<file path="src/core/idc_params.svh">
/*
 Constants for the instruction decode and cycle timing block.
 Assumes inclusion by bare name from files under core/.
*/
`ifndef IDC_PARAMS_SVH
`define IDC_PARAMS_SVH

// ----------------------------------------------------------------
// Word layout
// ----------------------------------------------------------------
`define IDC_WORD_W 24
`define IDC_OPC_MSB 23
`define IDC_OPC_LSB 16
`define IDC_OPC_W 8
`define IDC_REG_W 4
`define IDC_FILE_W 13
`define IDC_LIT_W 16
`define IDC_ADDR_W 23
`define IDC_BIT_W 4
`define IDC_MODE_W 3
`define IDC_CYC_W 2

// ----------------------------------------------------------------
// Field positions inside the low 16 bits
// ----------------------------------------------------------------
`define IDC_DST_LSB 7
`define IDC_BSRC_LSB 11
`define IDC_SSRC_LSB 0
`define IDC_MODE_S_LSB 4
`define IDC_BITPOS_LSB 12
`define IDC_FDEST_BIT 13

// ----------------------------------------------------------------
// Opcode map (upper four bits select the class)
// ----------------------------------------------------------------
`define IDC_OPC_NO_OP 8'h00
`define IDC_OPC_CALL2 8'h02
`define IDC_OPC_GOTO2 8'h04
`define IDC_OPC_DO2 8'h08
`define IDC_OPC_BRANCH 8'h37
`define IDC_OPC_RETURN 8'h06
`define IDC_OPC_RETINT 8'h07
`define IDC_OPC_INDJMP 8'h01
`define IDC_CLS_CTRL 4'h0
`define IDC_CLS_CBRA 4'h3
`define IDC_CLS_WRK 4'h4
`define IDC_CLS_LITALU 4'h5
`define IDC_CLS_MOVLIT 4'h2
`define IDC_CLS_BIT 4'hA
`define IDC_CLS_TBL 4'hB
`define IDC_CLS_FILE 4'hE
`define IDC_OPC_SKIP 8'hAF

`endif

</file>
<file path="src/core/idc_pkg.sv">
/*
 Types shared by the decode block.
 Assumes idc_params.svh is compiled alongside.
*/
package idc_pkg;
    typedef enum logic [2:0] {
        IDC_FMT_NONE,
        IDC_FMT_WRK,
        IDC_FMT_FILE,
        IDC_FMT_BIT,
        IDC_FMT_MOVLIT,
        IDC_FMT_LITALU,
        IDC_FMT_CTRL
    } idc_fmt_t;

    typedef enum logic [1:0] {
        IDC_ST_FIRST,
        IDC_ST_SECOND,
        IDC_ST_FILL
    } idc_state_t;
endpackage

</file>
<file path="src/core/idc_decode.sv">
/*
 Instruction decode and cycle timing control.
 Assumes program memory returns the addressed word in the same cycle and
 that condition results are supplied by the execute logic with the word.
*/
`include "idc_params.svh"

// Notes on behaviour
// - Each single word is 24 bits; an 8-bit opcode selects type.
// - Almost all instructions take one word; exactly three take two.
// - Two-word instructions use 48 bits; second word top byte is zero.
// - A lone second word executes as a no-operation.
// - Most single-word instructions finish in one cycle.
// - A true branch condition, branch or indirect jump adds one no-operation cycle.
// - Branch, indirect jump, table access and returns take two or three cycles.
// - Skip costs two cycles over one word, three over two words.
// - Two-word instructions take exactly two cycles.
// - Working register ops yield base, second source and destination.
// - File ops yield file address and file or working register zero.
// - Bit ops yield target and bit from literal or register.
// - Literal moves yield literal and target register.
// - Literal ALU ops use base and literal; destination only if different.
// - Control ops yield program address or table mode.
module idc_decode
    import idc_pkg::*;
(
    // Clock and reset
    input wire logic clk_in,
    input wire logic rst_b_in,
    // Program memory
    input wire logic [23:0] prog_word_in,
    input wire logic prog_valid_in,
    // Execute feedback
    input wire logic cond_true_in,
    input wire logic next_is_two_word_in,
    // Decoded instruction
    output logic instr_valid_out,
    output logic [7:0] opcode_out,
    output idc_pkg::idc_fmt_t fmt_out,
    output logic [3:0] base_source_reg_out,
    output logic [3:0] second_source_reg_out,
    output logic [3:0] dest_reg_out,
    output logic [2:0] src_mode_out,
    output logic [12:0] file_addr_out,
    output logic to_working_reg_zero_out,
    output logic [3:0] bit_pos_out,
    output logic [15:0] literal_out,
    output logic dest_separate_out,
    output logic [22:0] prog_addr_out,
    output logic [2:0] table_mode_out,
    // Timing
    output logic [1:0] cycles_out,
    output logic no_operation_out,
    output logic fetch_second_out,
    output logic busy_out
);
    import idc_pkg::*;

    // ----------------------------------------------------------------
    // Field extraction and cycle classification
    // ----------------------------------------------------------------
    idc_fmt_t f_fmt;
    logic [3:0] f_bsrc, f_ssrc, f_dst, f_bit;
    logic [2:0] f_mode;
    logic [12:0] f_file;
    logic f_wz, f_sep, c_two;
    logic [15:0] f_lit;
    logic [1:0] c_cycles;
    logic [7:0] opc;

    assign opc = prog_word_in[`IDC_OPC_MSB:`IDC_OPC_LSB];

    idc_fields u_fields (
        .word_in(prog_word_in),
        .fmt_out(f_fmt),
        .base_source_reg_out(f_bsrc),
        .second_source_reg_out(f_ssrc),
        .dest_reg_out(f_dst),
        .src_mode_out(f_mode),
        .file_addr_out(f_file),
        .to_working_reg_zero_out(f_wz),
        .bit_pos_out(f_bit),
        .literal_out(f_lit),
        .dest_separate_out(f_sep)
    );

    idc_cycles u_cycles (
        .opc_in(opc),
        .cond_true_in(cond_true_in),
        .next_is_two_word_in(next_is_two_word_in),
        .two_word_out(c_two),
        .cycles_out(c_cycles)
    );

    // ----------------------------------------------------------------
    // Sequencer
    // ----------------------------------------------------------------
    idc_state_t state_reg, state_next;
    logic [1:0] fill_reg, fill_next;
    logic [7:0] opc_reg, opc_next;
    logic [1:0] cyc_reg, cyc_next;
    logic valid_reg, valid_next;
    logic no_op_reg, no_op_next;
    logic fetch2_reg, fetch2_next;
    logic [22:0] addr_reg, addr_next;
    logic [2:0] tmode_reg, tmode_next;
    logic [15:0] first_low_reg, first_low_next;
    idc_fmt_t fmt_reg, fmt_next;
    logic [3:0] bsrc_reg, bsrc_next, ssrc_reg, ssrc_next, dst_reg, dst_next, bit_reg, bit_next;
    logic [2:0] mode_reg, mode_next;
    logic [12:0] file_reg, file_next;
    logic wz_reg, wz_next, sep_reg, sep_next;
    logic [15:0] lit_reg, lit_next;
    // Busy is registered so the memory side reads a level with no decode logic behind it.
    logic busy_reg, busy_next;

    always_comb begin
        state_next = state_reg;
        fill_next = fill_reg;
        opc_next = opc_reg;
        cyc_next = cyc_reg;
        valid_next = 1'b0;
        no_op_next = 1'b0;
        fetch2_next = 1'b0;
        addr_next = addr_reg;
        tmode_next = tmode_reg;
        first_low_next = first_low_reg;
        fmt_next = fmt_reg;
        bsrc_next = bsrc_reg;
        ssrc_next = ssrc_reg;
        dst_next = dst_reg;
        bit_next = bit_reg;
        mode_next = mode_reg;
        file_next = file_reg;
        wz_next = wz_reg;
        sep_next = sep_reg;
        lit_next = lit_reg;
        case (state_reg)
            IDC_ST_FIRST: begin
                if (prog_valid_in) begin
                    opc_next = opc;
                    cyc_next = c_cycles;
                    fmt_next = f_fmt;
                    bsrc_next = f_bsrc;
                    ssrc_next = f_ssrc;
                    dst_next = f_dst;
                    bit_next = f_bit;
                    mode_next = f_mode;
                    file_next = f_file;
                    wz_next = f_wz;
                    sep_next = f_sep;
                    lit_next = f_lit;
                    tmode_next = prog_word_in[`IDC_MODE_S_LSB +: `IDC_MODE_W];
                    addr_next = {7'h00, prog_word_in[15:0]};
                    if (opc == `IDC_OPC_NO_OP) begin
                        // A lone second word has a zero top byte and so lands here.
                        no_op_next = 1'b1;
                        valid_next = 1'b1;
                        fmt_next = IDC_FMT_NONE;
                    end else if (c_two) begin
                        first_low_next = prog_word_in[15:0];
                        fetch2_next = 1'b1;
                        state_next = IDC_ST_SECOND;
                    end else begin
                        valid_next = 1'b1;
                        if (c_cycles > 2'h1) begin
                            fill_next = c_cycles - 2'h1;
                            state_next = IDC_ST_FILL;
                        end
                    end
                end
            end
            IDC_ST_SECOND: begin
                if (prog_valid_in) begin
                    // The second word's top byte is expected zero; its low 7 bits above the first word's low 16 form the 23-bit address.
                    addr_next = {prog_word_in[6:0], first_low_reg};
                    lit_next = first_low_reg;
                    valid_next = 1'b1;
                    fill_next = 2'h0;
                    state_next = IDC_ST_FIRST;
                end
            end
            IDC_ST_FILL: begin
                no_op_next = 1'b1;
                fill_next = fill_reg - 2'h1;
                if (fill_reg == 2'h1) begin
                    state_next = IDC_ST_FIRST;
                end
            end
            default: state_next = IDC_ST_FIRST;
        endcase
        busy_next = (state_next != IDC_ST_FIRST);
    end

    always_ff @(posedge clk_in or negedge rst_b_in) begin
        if (!rst_b_in) begin
            state_reg <= IDC_ST_FIRST;
            fill_reg <= 2'h0;
            opc_reg <= 8'h00;
            cyc_reg <= 2'h0;
            valid_reg <= 1'b0;
            no_op_reg <= 1'b0;
            fetch2_reg <= 1'b0;
            addr_reg <= 23'h000000;
            tmode_reg <= 3'h0;
            first_low_reg <= 16'h0000;
            fmt_reg <= IDC_FMT_NONE;
            bsrc_reg <= 4'h0;
            ssrc_reg <= 4'h0;
            dst_reg <= 4'h0;
            bit_reg <= 4'h0;
            mode_reg <= 3'h0;
            file_reg <= 13'h0000;
            wz_reg <= 1'b0;
            sep_reg <= 1'b0;
            lit_reg <= 16'h0000;
            busy_reg <= 1'b0;
        end else begin
            state_reg <= state_next;
            fill_reg <= fill_next;
            opc_reg <= opc_next;
            cyc_reg <= cyc_next;
            valid_reg <= valid_next;
            no_op_reg <= no_op_next;
            fetch2_reg <= fetch2_next;
            addr_reg <= addr_next;
            tmode_reg <= tmode_next;
            first_low_reg <= first_low_next;
            fmt_reg <= fmt_next;
            bsrc_reg <= bsrc_next;
            ssrc_reg <= ssrc_next;
            dst_reg <= dst_next;
            bit_reg <= bit_next;
            mode_reg <= mode_next;
            file_reg <= file_next;
            wz_reg <= wz_next;
            sep_reg <= sep_next;
            lit_reg <= lit_next;
            busy_reg <= busy_next;
        end
    end

    assign instr_valid_out = valid_reg;
    assign opcode_out = opc_reg;
    assign fmt_out = fmt_reg;
    assign base_source_reg_out = bsrc_reg;
    assign second_source_reg_out = ssrc_reg;
    assign dest_reg_out = dst_reg;
    assign src_mode_out = mode_reg;
    assign file_addr_out = file_reg;
    assign to_working_reg_zero_out = wz_reg;
    assign bit_pos_out = bit_reg;
    assign literal_out = lit_reg;
    assign dest_separate_out = sep_reg;
    assign prog_addr_out = addr_reg;
    assign table_mode_out = tmode_reg;
    assign cycles_out = cyc_reg;
    assign no_operation_out = no_op_reg;
    assign fetch_second_out = fetch2_reg;
    assign busy_out = busy_reg;

    // ----------------------------------------------------------------
    // Checks
    // ----------------------------------------------------------------
    a_two_word_second: assert property (@(posedge clk_in) disable iff (!rst_b_in)
        (state_reg == IDC_ST_FIRST && prog_valid_in && c_two) |=> (state_reg == IDC_ST_SECOND && fetch2_reg))
        else $error("second word not fetched after first");
    a_two_word_len: assert property (@(posedge clk_in) disable iff (!rst_b_in)
        (state_reg == IDC_ST_SECOND && prog_valid_in) |=> (instr_valid_out && cycles_out == 2'h2))
        else $error("two-word instruction not two cycles");
    a_lone_second_word: assert property (@(posedge clk_in) disable iff (!rst_b_in)
        (state_reg == IDC_ST_FIRST && prog_valid_in && opc == 8'h00) |=> (no_operation_out && fmt_out == IDC_FMT_NONE))
        else $error("zero opcode not executed as no-operation");
    a_single_cycle: assert property (@(posedge clk_in) disable iff (!rst_b_in)
        (state_reg == IDC_ST_FIRST && prog_valid_in && !c_two && c_cycles == 2'h1) |=> (state_reg == IDC_ST_FIRST))
        else $error("single cycle instruction stalled");
    a_fill_two: assert property (@(posedge clk_in) disable iff (!rst_b_in)
        (state_reg == IDC_ST_FIRST && prog_valid_in && !c_two && opc != 8'h00 && c_cycles == 2'h2)
        |=> ##1 (no_operation_out && state_reg == IDC_ST_FIRST))
        else $error("two cycle instruction fill wrong");
    a_fill_three: assert property (@(posedge clk_in) disable iff (!rst_b_in)
        (state_reg == IDC_ST_FIRST && prog_valid_in && !c_two && opc != 8'h00 && c_cycles == 2'h3)
        |=> ##1 no_operation_out [*2] ##0 (state_reg == IDC_ST_FIRST))
        else $error("three cycle instruction fill wrong");
    a_skip_over_two: assert property (@(posedge clk_in) disable iff (!rst_b_in)
        (state_reg == IDC_ST_FIRST && opc == 8'hAF && cond_true_in && next_is_two_word_in) |-> c_cycles == 2'h3)
        else $error("skip over two words not three cycles");
    a_lit_dest: assert property (@(posedge clk_in) disable iff (!rst_b_in)
        (instr_valid_out && fmt_out == IDC_FMT_LITALU && dest_separate_out) |-> dest_reg_out != base_source_reg_out)
        else $error("literal destination flagged but equal to base");
endmodule // idc_decode

</file>
<file path="src/core/idc_fields.sv">
/*
 Combinational operand field extractor for one 24-bit instruction word.
 Assumes the caller registers every output it drives out.
*/
`include "idc_params.svh"

module idc_fields
    import idc_pkg::*;
(
    // Word
    input wire logic [23:0] word_in,
    // Fields
    output idc_pkg::idc_fmt_t fmt_out,
    output logic [3:0] base_source_reg_out,
    output logic [3:0] second_source_reg_out,
    output logic [3:0] dest_reg_out,
    output logic [2:0] src_mode_out,
    output logic [12:0] file_addr_out,
    output logic to_working_reg_zero_out,
    output logic [3:0] bit_pos_out,
    output logic [15:0] literal_out,
    output logic dest_separate_out
);
    logic [7:0] opc;
    logic [3:0] cls;

    assign opc = word_in[`IDC_OPC_MSB:`IDC_OPC_LSB];
    assign cls = opc[7:4];
    assign base_source_reg_out = word_in[`IDC_BSRC_LSB +: `IDC_REG_W];
    assign second_source_reg_out = word_in[`IDC_SSRC_LSB +: `IDC_REG_W];
    assign dest_reg_out = word_in[`IDC_DST_LSB +: `IDC_REG_W];
    assign src_mode_out = word_in[`IDC_MODE_S_LSB +: `IDC_MODE_W];
    assign file_addr_out = word_in[`IDC_FILE_W-1:0];
    assign to_working_reg_zero_out = ~word_in[`IDC_FDEST_BIT];
    assign literal_out = word_in[`IDC_LIT_W-1:0];
    // The bit position comes from a literal or, for the register form, from the base register.
    assign bit_pos_out = opc[0] ? word_in[`IDC_BSRC_LSB +: `IDC_REG_W] : word_in[`IDC_BITPOS_LSB +: `IDC_BIT_W];
    // A literal ALU op names a destination only when it differs from the base source.
    assign dest_separate_out = (cls == `IDC_CLS_LITALU) &&
                               (word_in[`IDC_DST_LSB +: `IDC_REG_W] != word_in[`IDC_BSRC_LSB +: `IDC_REG_W]);

    always_comb begin
        case (cls)
            `IDC_CLS_WRK: fmt_out = IDC_FMT_WRK;
            `IDC_CLS_FILE: fmt_out = IDC_FMT_FILE;
            `IDC_CLS_BIT: fmt_out = IDC_FMT_BIT;
            `IDC_CLS_MOVLIT: fmt_out = IDC_FMT_MOVLIT;
            `IDC_CLS_LITALU: fmt_out = IDC_FMT_LITALU;
            `IDC_CLS_CTRL, `IDC_CLS_CBRA, `IDC_CLS_TBL: fmt_out = IDC_FMT_CTRL;
            default: fmt_out = IDC_FMT_NONE;
        endcase
    end
endmodule // idc_fields

</file>
<file path="src/core/idc_cycles.sv">
/*
 Cycle count classifier for a decoded first word.
 Assumes condition and skip results arrive in the cycle of the word.
*/
`include "idc_params.svh"

module idc_cycles
    import idc_pkg::*;
(
    // Instruction
    input wire logic [7:0] opc_in,
    input wire logic cond_true_in,
    input wire logic next_is_two_word_in,
    // Result
    output logic two_word_out,
    output logic [1:0] cycles_out
);
    function automatic logic is_two_word(input logic [7:0] opc);
        is_two_word = (opc == `IDC_OPC_CALL2) || (opc == `IDC_OPC_GOTO2) || (opc == `IDC_OPC_DO2);
    endfunction

    logic [3:0] cls;
    assign cls = opc_in[7:4];
    assign two_word_out = is_two_word(opc_in);

    always_comb begin
        cycles_out = 2'h1;
        if (is_two_word(opc_in)) begin
            cycles_out = 2'h2;
        end else if (opc_in == `IDC_OPC_SKIP) begin
            if (cond_true_in) begin
                cycles_out = next_is_two_word_in ? 2'h3 : 2'h2;
            end
        end else if (opc_in == `IDC_OPC_RETURN || opc_in == `IDC_OPC_RETINT || cls == `IDC_CLS_TBL) begin
            cycles_out = 2'h3;
        end else if (opc_in == `IDC_OPC_BRANCH || opc_in == `IDC_OPC_INDJMP) begin
            cycles_out = 2'h2;
        end else if (cls == `IDC_CLS_CBRA && cond_true_in) begin
            cycles_out = 2'h2;
        end
    end
endmodule // idc_cycles

</file>
<file path="config.mk">
export PLATFORM = sky130hd
export DESIGN_NAME = idc_decode
export DESIGN_NICKNAME = d
export VERILOG_FILES = /design/src/core/idc_pkg.sv /design/src/core/idc_decode.sv /design/src/core/idc_fields.sv /design/src/core/idc_cycles.sv
export VERILOG_INCLUDE_DIRS = /design/src /design/src/core
export SDC_FILE = /design/constraint.sdc
export NUM_CORES = 1
export LEC_CHECK = 0
export ABC_AREA = 1
export BUFFER_PORTS_ARGS = -buffer_cell sky130_fd_sc_hd__buf_4
export CAP_MARGIN = 0
export CORE_MARGIN = 1
export CORE_UTILIZATION = 60
export DETAILED_ROUTE_END_ITERATION = 8
export PLACE_DENSITY = 0.9
export REMOVE_ABC_BUFFERS = 1
export SETUP_SLACK_MARGIN = 0.5
export SKIP_CTS_REPAIR_TIMING = 1
export SYNTH_ARGS = -nofsm -noshare
export SYNTH_HDL_FRONTEND = slang
export SYNTH_HIERARCHICAL = 1
export SYNTH_SLANG_ARGS = --single-unit
</file>
<file path="constraint.sdc">
create_clock -name clk_in -period 4.2 [get_ports clk_in]
set_clock_uncertainty 0.2 [all_clocks]
set_input_delay 0.63 -clock clk_in [delete_from_list [all_inputs] [get_ports clk_in]]
set_output_delay 0.63 -clock clk_in [all_outputs]
set_load 0.005 [all_outputs]
</file>
==> results.sh, run 1 <==
export IMPL_rows=34
export IMPL_critPathLaunchType="register"
export IMPL_vias=4774
export IMPL_rr_startpoint="state_reg[1]"
export IMPL_largest_register_ffs=23
export IMPL_netlist_instances=667
export IMPL_clk_pin_slew_ns=0.06
export IMPL_antenna_found_initial=0
export IMPL_ant_nets=0
export IMPL_dieArea_um2=9493
export IMPL_avgSynthCellArea_um2=8.192
export IMPL_dp_cells=829
export IMPL_cp_arrival_ns=3.01
export IMPL_layoutNonFillerInstCount=862
export IMPL_mostFrequentLayoutCells="257 x nand2_1, 124 x buf_4, 113 x dfrtp_1, 49 x nor2_1, 36 x inv_1"
export IMPL_synth_top_flop_cell="dfrtp_1"
export IMPL_fmax_mhz=357.2
export IMPL_ys_async_sr_fraction=1.000
export IMPL_fin_area_um2=6600
export IMPL_cts_htree_levels=4
export IMPL_synth_seq_area_share=0.5175
export IMPL_grtUsageTotal=0.3015
export IMPL_power_density_nw_per_um2=712.0
export IMPL_p_leak_nw=3.538
export IMPL_grt_pass1_wl_um=22560
export IMPL_drc=0
export IMPL_period_share=0.6665
export IMPL_wl_um=13770
export IMPL_grt_pass1_vias=4689
export IMPL_worstHoldStart="prog_word_in[6]"
export IMPL_io_buffers=121
export IMPL_critPathMaxStageDelay_ns=0.61
export IMPL_crit_fanout=64
export IMPL_setup_viol=0
export IMPL_startpoint="state_reg[1]"
export IMPL_hold_violations=0
export IMPL_cp_cell_sequence="inv_1 -> ha_1 -> nand2_2 -> nand2_4 -> nor2_1 -> a31oi_1"
export IMPL_power_mw=4.700
export IMPL_numCtsBuffers=17
export IMPL_cap_violations=0
export IMPL_layout_setup_ws_ns=1.401
export IMPL_grt_setup_unrepaired="false"
export IMPL_synth_cell_types=27
export IMPL_tightest_slew_ns=0.7264
export IMPL_firstDrtPassIters=5
export IMPL_period_minus_slack_ns=2.800
export IMPL_hpwl_um=8678
export IMPL_synth_area_leaders="dfrtp_1 52%, nand2_1 18%, buf_4 7.0%"
export IMPL_die_height_um=97.43
export IMPL_end_kind="register"
export IMPL_area_growth_syn_to_layout_pct=20.79
export IMPL_yosysTopAreaCell="dfrtp_1"
export IMPL_synth_edf_count=0
export IMPL_grt_overflow=0
export IMPL_critical_path_class="register to register"
export IMPL_core_area_um2=8763
export IMPL_grt_max_degree=65
export IMPL_cts_max_path_buffers=2
export IMPL_slew_limit_headroom=0.5150
export IMPL_ir_worst_vdd_uv=327.0
export IMPL_crit_required_ns=4.41
export IMPL_routed_via_density=5.538
export IMPL_finalHoldWorstSlack_ns=0.1566
export IMPL_cts_tree="done"
export IMPL_initial_utilization=0.6235
export IMPL_fill_cells=596
export IMPL_drive_gt1_frac=0.2414
export IMPL_clkLatencyLatePin_ns=0.51
export IMPL_cpMaxStageDelayCell="ha_1"
export IMPL_hp_class="input port to register"
export IMPL_synth_area_um2=5464
export IMPL_yosys_warnings=6
export IMPL_diodes=0
export IMPL_wl_per_cell_um=15.97
export IMPL_post_place_ws_ns=1.559
export IMPL_synth_seq_cells=113
export IMPL_report_final_slew_viol_count=0
export IMPL_gp_congestion=0.8211
export IMPL_synth_top_area_frac=0.5175
export IMPL_die_width_um=97.43
export IMPL_final_common_cell="nand2_1"
export IMPL_placed_area_um2=6042
export IMPL_clkSinkCount=113
export IMPL_ioPinCount=122
export IMPL_root_buffer="clkbuf_8"
export IMPL_tns_ns=0
export IMPL_outcome="finished, final reports clean"
export IMPL_nets=780
export IMPL_dr_first_iter_drc_count=296
export IMPL_utilization=0.7531
## worst max-delay path: cells and delay by family (launching register included)
kind / cells / cell delay (ns)
and+or+nand+nor: 3 / 1.08
AOI/OAI and AO/OA: 1 / 0.25
adders and majority gates: 1 / 0.61
DFF: 1 / 0.41
buffers and inverters: 1 / 0.11
## cell usage after synthesis, drive strengths merged (2+ instances only)
library cell,instances
nand2,264
dfrtp,113
buf,63
nor2,55
inv,50
o21ai,38
a31oi,32
nand3,21
ha,10
clkbuf,7
a21oi,6
nand4,2
## worst paths after layout
check / cells past startpoint / to / slack [ns]
max: 6 / literal_out[10] / 1.40
min: 3 / file_addr_out[6] / 0.16
max reg2reg: 6 / literal_out[10] / 1.40
min reg2reg: 2 / second_source_reg_out[3] / 0.28
max in group asynchronous: 3 / base_source_reg_out[2] / 2.41
min in group asynchronous: 2 / literal_out[10] / 0.49
## report_power, final
group / internal, mW / switching (mW)
sequential: 1.53 / 0.286
combinational: 0.761 / 0.809
clock: 0.825 / 0.485
## routing by layer
| metal | vias up | global-route usage | wire length (µm) |
|---|---|---|---|
| met2 | 257 | 0.4992 | 6921 |
| met1 | 2276 | 0.3662 | 5328 |
| met4 | 0 | 0.1222 | 338 |
| met5 | - | 0 | 0 |
| li1 | 2205 | - | - |
| met3 | 36 | 0.09568 | 1180 |
## area by class of cell
| class | instances | area (µm²) | area share |
|---|---|---|---|
| inverter | 51 | 191.4 | 0.02900 |
| clock inverter | 10 | 85.08 | 0.01289 |
| tap | 108 | 135.1 | 0.02047 |
| sequential | 113 | 2828 | 0.4284 |
| clock buffer | 22 | 462.9 | 0.07014 |
| multi-input combinational | 433 | 1957 | 0.2965 |
| timing repair buffer | 125 | 940.9 | 0.1426 |
## kinds of logic after synthesis
family	Yosys count	synth area share
adders and majority gates	10	0.02290
and+or+nand+nor	344	0.2537
DFF	113	0.5175
buffers and inverters	121	0.1243
AOI/OAI and AO/OA	79	0.08152
No activity file was read; power rests on OpenSTA's default activity.
==> run 2, diff against run 1 <==
--- a/config.mk
+++ b/config.mk
@@ -10,9 +10,9 @@
 export BUFFER_PORTS_ARGS = -buffer_cell sky130_fd_sc_hd__buf_4
 export CAP_MARGIN = 0
 export CORE_MARGIN = 1
-export CORE_UTILIZATION = 60
+export CORE_UTILIZATION = 50
 export DETAILED_ROUTE_END_ITERATION = 8
-export PLACE_DENSITY = 0.9
+export PLACE_DENSITY = 0.81
 export REMOVE_ABC_BUFFERS = 1
 export SETUP_SLACK_MARGIN = 0.5
 export SKIP_CTS_REPAIR_TIMING = 1
==> constraint.sdc (replaced) <==
create_clock -name clk_in -period 2.5 [get_ports clk_in]
set_clock_uncertainty 0.2 [all_clocks]
set_input_delay 0.375 -clock clk_in [delete_from_list [all_inputs] [get_ports clk_in]]
set_output_delay 0.375 -clock clk_in [all_outputs]
set_load 0.005 [all_outputs]
==> results.sh, run 2 (synthesis results as in run 1) <==
export IMPL_diodes=0
export IMPL_p_leak_nw=3.663
export IMPL_dp_cells=863
export IMPL_grt_setup_unrepaired="true"
export IMPL_fmax_mhz=518.9
export IMPL_slew_limit_headroom=0.6477
export IMPL_drc=0
export IMPL_core_area_um2=10460
export IMPL_tightest_slew_ns=0.5284
export IMPL_numCtsBuffers=17
export IMPL_fill_cells=842
export IMPL_mostFrequentLayoutCells="257 x nand2_1, 128 x buf_4, 113 x dfrtp_1, 49 x nor2_1, 36 x inv_1"
export IMPL_post_place_ws_ns=0.3245
export IMPL_hp_class="input port to register"
export IMPL_period_minus_slack_ns=1.927
export IMPL_crit_fanout=44
export IMPL_seqCellArea_um2=2828
export IMPL_period_share=0.7709
export IMPL_grt_overflow=0
export IMPL_cts_htree_levels=4
export IMPL_cp_arrival_ns=2.16
export IMPL_critPathLaunchType="register"
export IMPL_dieArea_um2=11350
export IMPL_layoutNonFillerInstCount=916
export IMPL_end_kind="register"
export IMPL_hpwl_um=8729
export IMPL_root_buffer="clkbuf_8"
export IMPL_cap_violations=0
export IMPL_io_buffers=121
export IMPL_antenna_found_initial=0
export IMPL_grt_max_degree=65
export IMPL_nets=806
export IMPL_initial_utilization=0.5222
export IMPL_layout_setup_ws_ns=0.5728
export IMPL_die_height_um=106.5
export IMPL_power_density_nw_per_um2=1164
export IMPL_tns_ns=0
export IMPL_grt_pass1_wl_um=21220
export IMPL_final_common_cell="nand2_1"
export IMPL_grt_pass1_vias=4386
export IMPL_clkLatencyLatePin_ns=0.52
export IMPL_gp_congestion=0.8872
export IMPL_hold_violations=0
export IMPL_cts_max_path_buffers=2
export IMPL_ioPinCount=122
export IMPL_rows=37
export IMPL_wl_um=13610
export IMPL_critical_path_class="register to register"
export IMPL_outcome="finished, final reports clean"
export IMPL_routed_via_density=5.120
export IMPL_firstDrtPassIters=7
export IMPL_area_growth_syn_to_layout_pct=26.93
export IMPL_dr_first_iter_drc_count=397
export IMPL_wl_per_cell_um=14.86
export IMPL_die_width_um=106.5
export IMPL_report_final_slew_viol_count=0
export IMPL_cts_tree="done"
export IMPL_ir_worst_vdd_uv=574.6
export IMPL_drive_gt1_frac=0.2372
export IMPL_vias=4690
export IMPL_rrSetupSlack_ns=0.57
export IMPL_grtUsageTotal=0.2454
export IMPL_power_mw=8.073
export IMPL_clk_pin_slew_ns=0.06
export IMPL_largest_register_ffs=23
export IMPL_crit_required_ns=2.73
export IMPL_multi_input_area_um2=1976
export IMPL_setup_viol=0
export IMPL_clkSinkCount=113
export IMPL_ant_nets=0
-- run 2: cell count changes in the layout (fill, tap and decap cells not counted), moves of 2 or more --
cell,change
buf_12,+2
buf_4,+4
clkbuf_1,+4
clkinv_2,-3
clkinv_4,-2
dlygate4sd3_1,+19
-- run 2: where the power goes --
part	total, mW	switching [mW]	internal (mW)
clock	2.29	0.777	1.52
sequential	3.03	0.450	2.58
combinational	2.75	1.40	1.35
total	8.07	2.62	5.45
-- run 2: critical path, stage by stage, from the launching register on --
cell,delay (ns)
dfrtp_1,0.38
inv_1,0.09
ha_1,0.28
nand2_2,0.19
buf_4,0.45
nand3_1,0.14
o21ai_0,0.10
-- run 2: metal layers --
metal	wire (µm)	GRT usage	vias up
met2	6874	0.4151	176
met1	5716	0.2968	2244
met5	0	0	-
met4	104	0.08023	0
li1	-	-	2257
met3	920	0.07787	13
-- run 2: cell type report --
type | instances | share of cell area
Sequential cell | 113 | 0.4077
Timing Repair Buffer | 150 | 0.1732
Clock inverter | 5 | 0.01082
Clock buffer | 27 | 0.07090
Inverter | 51 | 0.02796
Multi-Input combinational cell | 434 | 0.2849
Tap cell | 136 | 0.02454
-- run 2: worst paths after layout --
check / from / to / cells past startpoint
setup / recovery: state_reg[0] / prog_addr_out[17] / 6
hold / removal: prog_word_in[20] / opcode_out[4] / 3
setup reg to reg: state_reg[0] / prog_addr_out[17] / 6
hold reg to reg: dest_reg_out[3] / dest_reg_out[3] / 2
max in group asynchronous: rst_b_in / first_low_reg[8] / 3
min in group asynchronous: rst_b_in / file_addr_out[0] / 2
-- run 2: stage by stage --
stage	hold WS, ns	utilization	area (µm²)
floorplan	-0.1206	-	4976
global placement	0.02158	0.5875	6147
detailed placement	0.02490	0.5875	6147
CTS	-0.5243	0.6417	6714
global route	0.01579	0.6629	6935
finish	0.002991	0.6629	6935
==> run 3, diff against run 2 <==
--- a/config.mk
+++ b/config.mk
@@ -10,9 +10,9 @@
 export BUFFER_PORTS_ARGS = -buffer_cell sky130_fd_sc_hd__buf_4
 export CAP_MARGIN = 0
 export CORE_MARGIN = 1
-export CORE_UTILIZATION = 50
+export CORE_UTILIZATION = 55
 export DETAILED_ROUTE_END_ITERATION = 8
-export PLACE_DENSITY = 0.81
+export PLACE_DENSITY = 0.84
 export REMOVE_ABC_BUFFERS = 1
 export SETUP_SLACK_MARGIN = 0.5
 export SKIP_CTS_REPAIR_TIMING = 1
==> constraint.sdc (replaced) <==
create_clock -name clk_in -period 2 [get_ports clk_in]
set_clock_uncertainty 0.2 [all_clocks]
set_input_delay 0.3 -clock clk_in [delete_from_list [all_inputs] [get_ports clk_in]]
set_output_delay 0.3 -clock clk_in [all_outputs]
set_load 0.005 [all_outputs]
==> results.sh, run 3 (synthesis results as in run 1) <==
export IMPL_outcome="finished, final reports clean"
export IMPL_cap_violations=0
export IMPL_die_height_um=101.7
export IMPL_p_leak_nw=4.163
export IMPL_drc=0
export IMPL_period_share=0.9584
export IMPL_firstDrtPassIters=6
export IMPL_timing_critical_path_buf_inv=3
export IMPL_cts_htree_levels=4
export IMPL_mostFrequentLayoutCells="237 x nand2_1, 113 x dfrtp_1, 100 x buf_6, 90 x buf_4, 47 x nor2_1"
export IMPL_rr_worst_depth=8
export IMPL_finalHoldWorstSlack_ns=0.02835
export IMPL_dieArea_um2=10340
export IMPL_tns_ns=0
export IMPL_drive_gt1_frac=0.3333
export IMPL_report_final_slew_viol_count=0
export IMPL_hold_violations=0
export IMPL_hold_depth=4
export IMPL_layout_setup_ws_ns=0.08328
export IMPL_ioPinCount=122
export IMPL_final_common_cell="nand2_1"
export IMPL_power_mw=12.14
export IMPL_grt_pass1_vias=4514
export IMPL_critPathMaxStageDelay_ns=0.44
export IMPL_routed_via_density=5.718
export IMPL_critPathLaunchType="register"
export IMPL_initial_utilization=0.5642
export IMPL_vias=5604
export IMPL_rrSetupSlack_ns=0.08
export IMPL_utilization=0.8255
export IMPL_cp_cell_sequence="inv_2 -> ha_4 -> nand2_4 -> buf_12 -> nand2_8 -> buf_16 -> nor2_1 -> a31oi_1"
export IMPL_fin_area_um2=7994
export IMPL_grt_max_degree=114
export IMPL_dr_first_iter_drc_count=594
export IMPL_r2r_end="prog_addr_out[2]"
export IMPL_ir_worst_vdd_uv=723.4
export IMPL_rows=36
export IMPL_die_width_um=101.7
export IMPL_clkLatencyLatePin_ns=0.52
export IMPL_layoutNonFillerInstCount=980
export IMPL_dp_cells=870
export IMPL_grt_setup_unrepaired="true"
export IMPL_clk_pin_slew_ns=0.06
export IMPL_wl_um=19390
export IMPL_hp_class="input port to register"
export IMPL_end_kind="register"
export IMPL_hold_end="opcode_out[4]"
export IMPL_cpMaxStageDelayCell="dfrtp_1"
export IMPL_tightest_slew_ns=0.5918
export IMPL_critical_path_class="register to register"
export IMPL_antenna_found_initial=1
export IMPL_slew_limit_headroom=0.6055
export IMPL_placed_area_um2=6231
export IMPL_root_buffer="clkbuf_8"
export IMPL_rr_startpoint="state_reg[1]"
export IMPL_area_growth_syn_to_layout_pct=46.30
export IMPL_nets=874
export IMPL_cts_tree="done"
export IMPL_cp_arrival_ns=2.11
export IMPL_grtUsageTotal=0.2650
export IMPL_crit_family="flip-flops"
export IMPL_crit_fanout=8
export IMPL_ant_nets=0
export IMPL_grt_pass1_wl_um=20750
export IMPL_worstHoldStart="prog_word_in[20]"
export IMPL_cts_max_path_buffers=2
export IMPL_core_area_um2=9684
export IMPL_largest_register_ffs=23
export IMPL_grt_overflow=0
export IMPL_setup_viol=0
export IMPL_fmax_mhz=521.7
export IMPL_crit_required_ns=2.20
export IMPL_post_place_ws_ns=-0.05490
export IMPL_gp_congestion=0.9081
export IMPL_hpwl_um=8547
export IMPL_wl_per_cell_um=19.78
export IMPL_io_buffers=121
export IMPL_numCtsBuffers=17
export IMPL_period_minus_slack_ns=1.917
export IMPL_power_density_nw_per_um2=1518
export IMPL_clkSinkCount=113
[run 3: cell count changes in the layout (fill, tap and decap cells not counted), sizes merged]
cell,previous run,this run
clkbuf,27,28
inv,50,51
buf,130,195
clkinvlp,0,1
bufinv,2,1
diode,0,1
nand3,22,21
[run 3: area by class of cell]
type	count	area, µm²
Timing Repair Buffer	219	2205
Tap cell	133	166.4
Clock inverter	6	57.56
Antenna cell	1	2.502
Fill cell	485	1690
Multi-Input combinational cell	433	2063
Sequential cell	113	2828
Inverter	51	201.4
Clock buffer	24	470.5
[run 3: worst max-delay path by stage]
stage,end,start,depth (start not counted),slack [ns]
2_1_floorplan,instr_valid_out,state_reg[1],6,-0.39
3_3_place_gp,fill_reg[0],prog_word_in[22],16,0.03
3_5_place_dp,fill_reg[0],prog_word_in[22],16,-0.05
4_1_cts,instr_valid_out,state_reg[1],6,0.06
5_1_grt,prog_addr_out[2],state_reg[1],8,0.03
6_report,prog_addr_out[2],state_reg[1],8,0.08
[run 3: layer usage]
layer  GRT usage  routed length, µm  vias up
li1            -                  -     2398
met1      0.3100               6780     2659
met2      0.4496               9641      416
met3     0.07660               1819      131
met4      0.1249               1144        0
met5           0                  0        -
[run 3: worst reg2reg max path, cell delays in order (launching register included)]
cell and delay [ns]:
dfrtp_1 0.44, inv_2 0.12, ha_4 0.17, nand2_4 0.09
buf_12 0.15, nand2_8 0.11, buf_16 0.15, nor2_1 0.07
a31oi_1 0.29
[run 3: power by group]
part | total, mW | internal, mW | switching, mW
Sequential | 4.06 | 3.22 | 0.833
Combinational | 5.32 | 2.96 | 2.37
Clock | 2.76 | 1.72 | 1.04
Total | 12.1 | 7.90 | 4.23
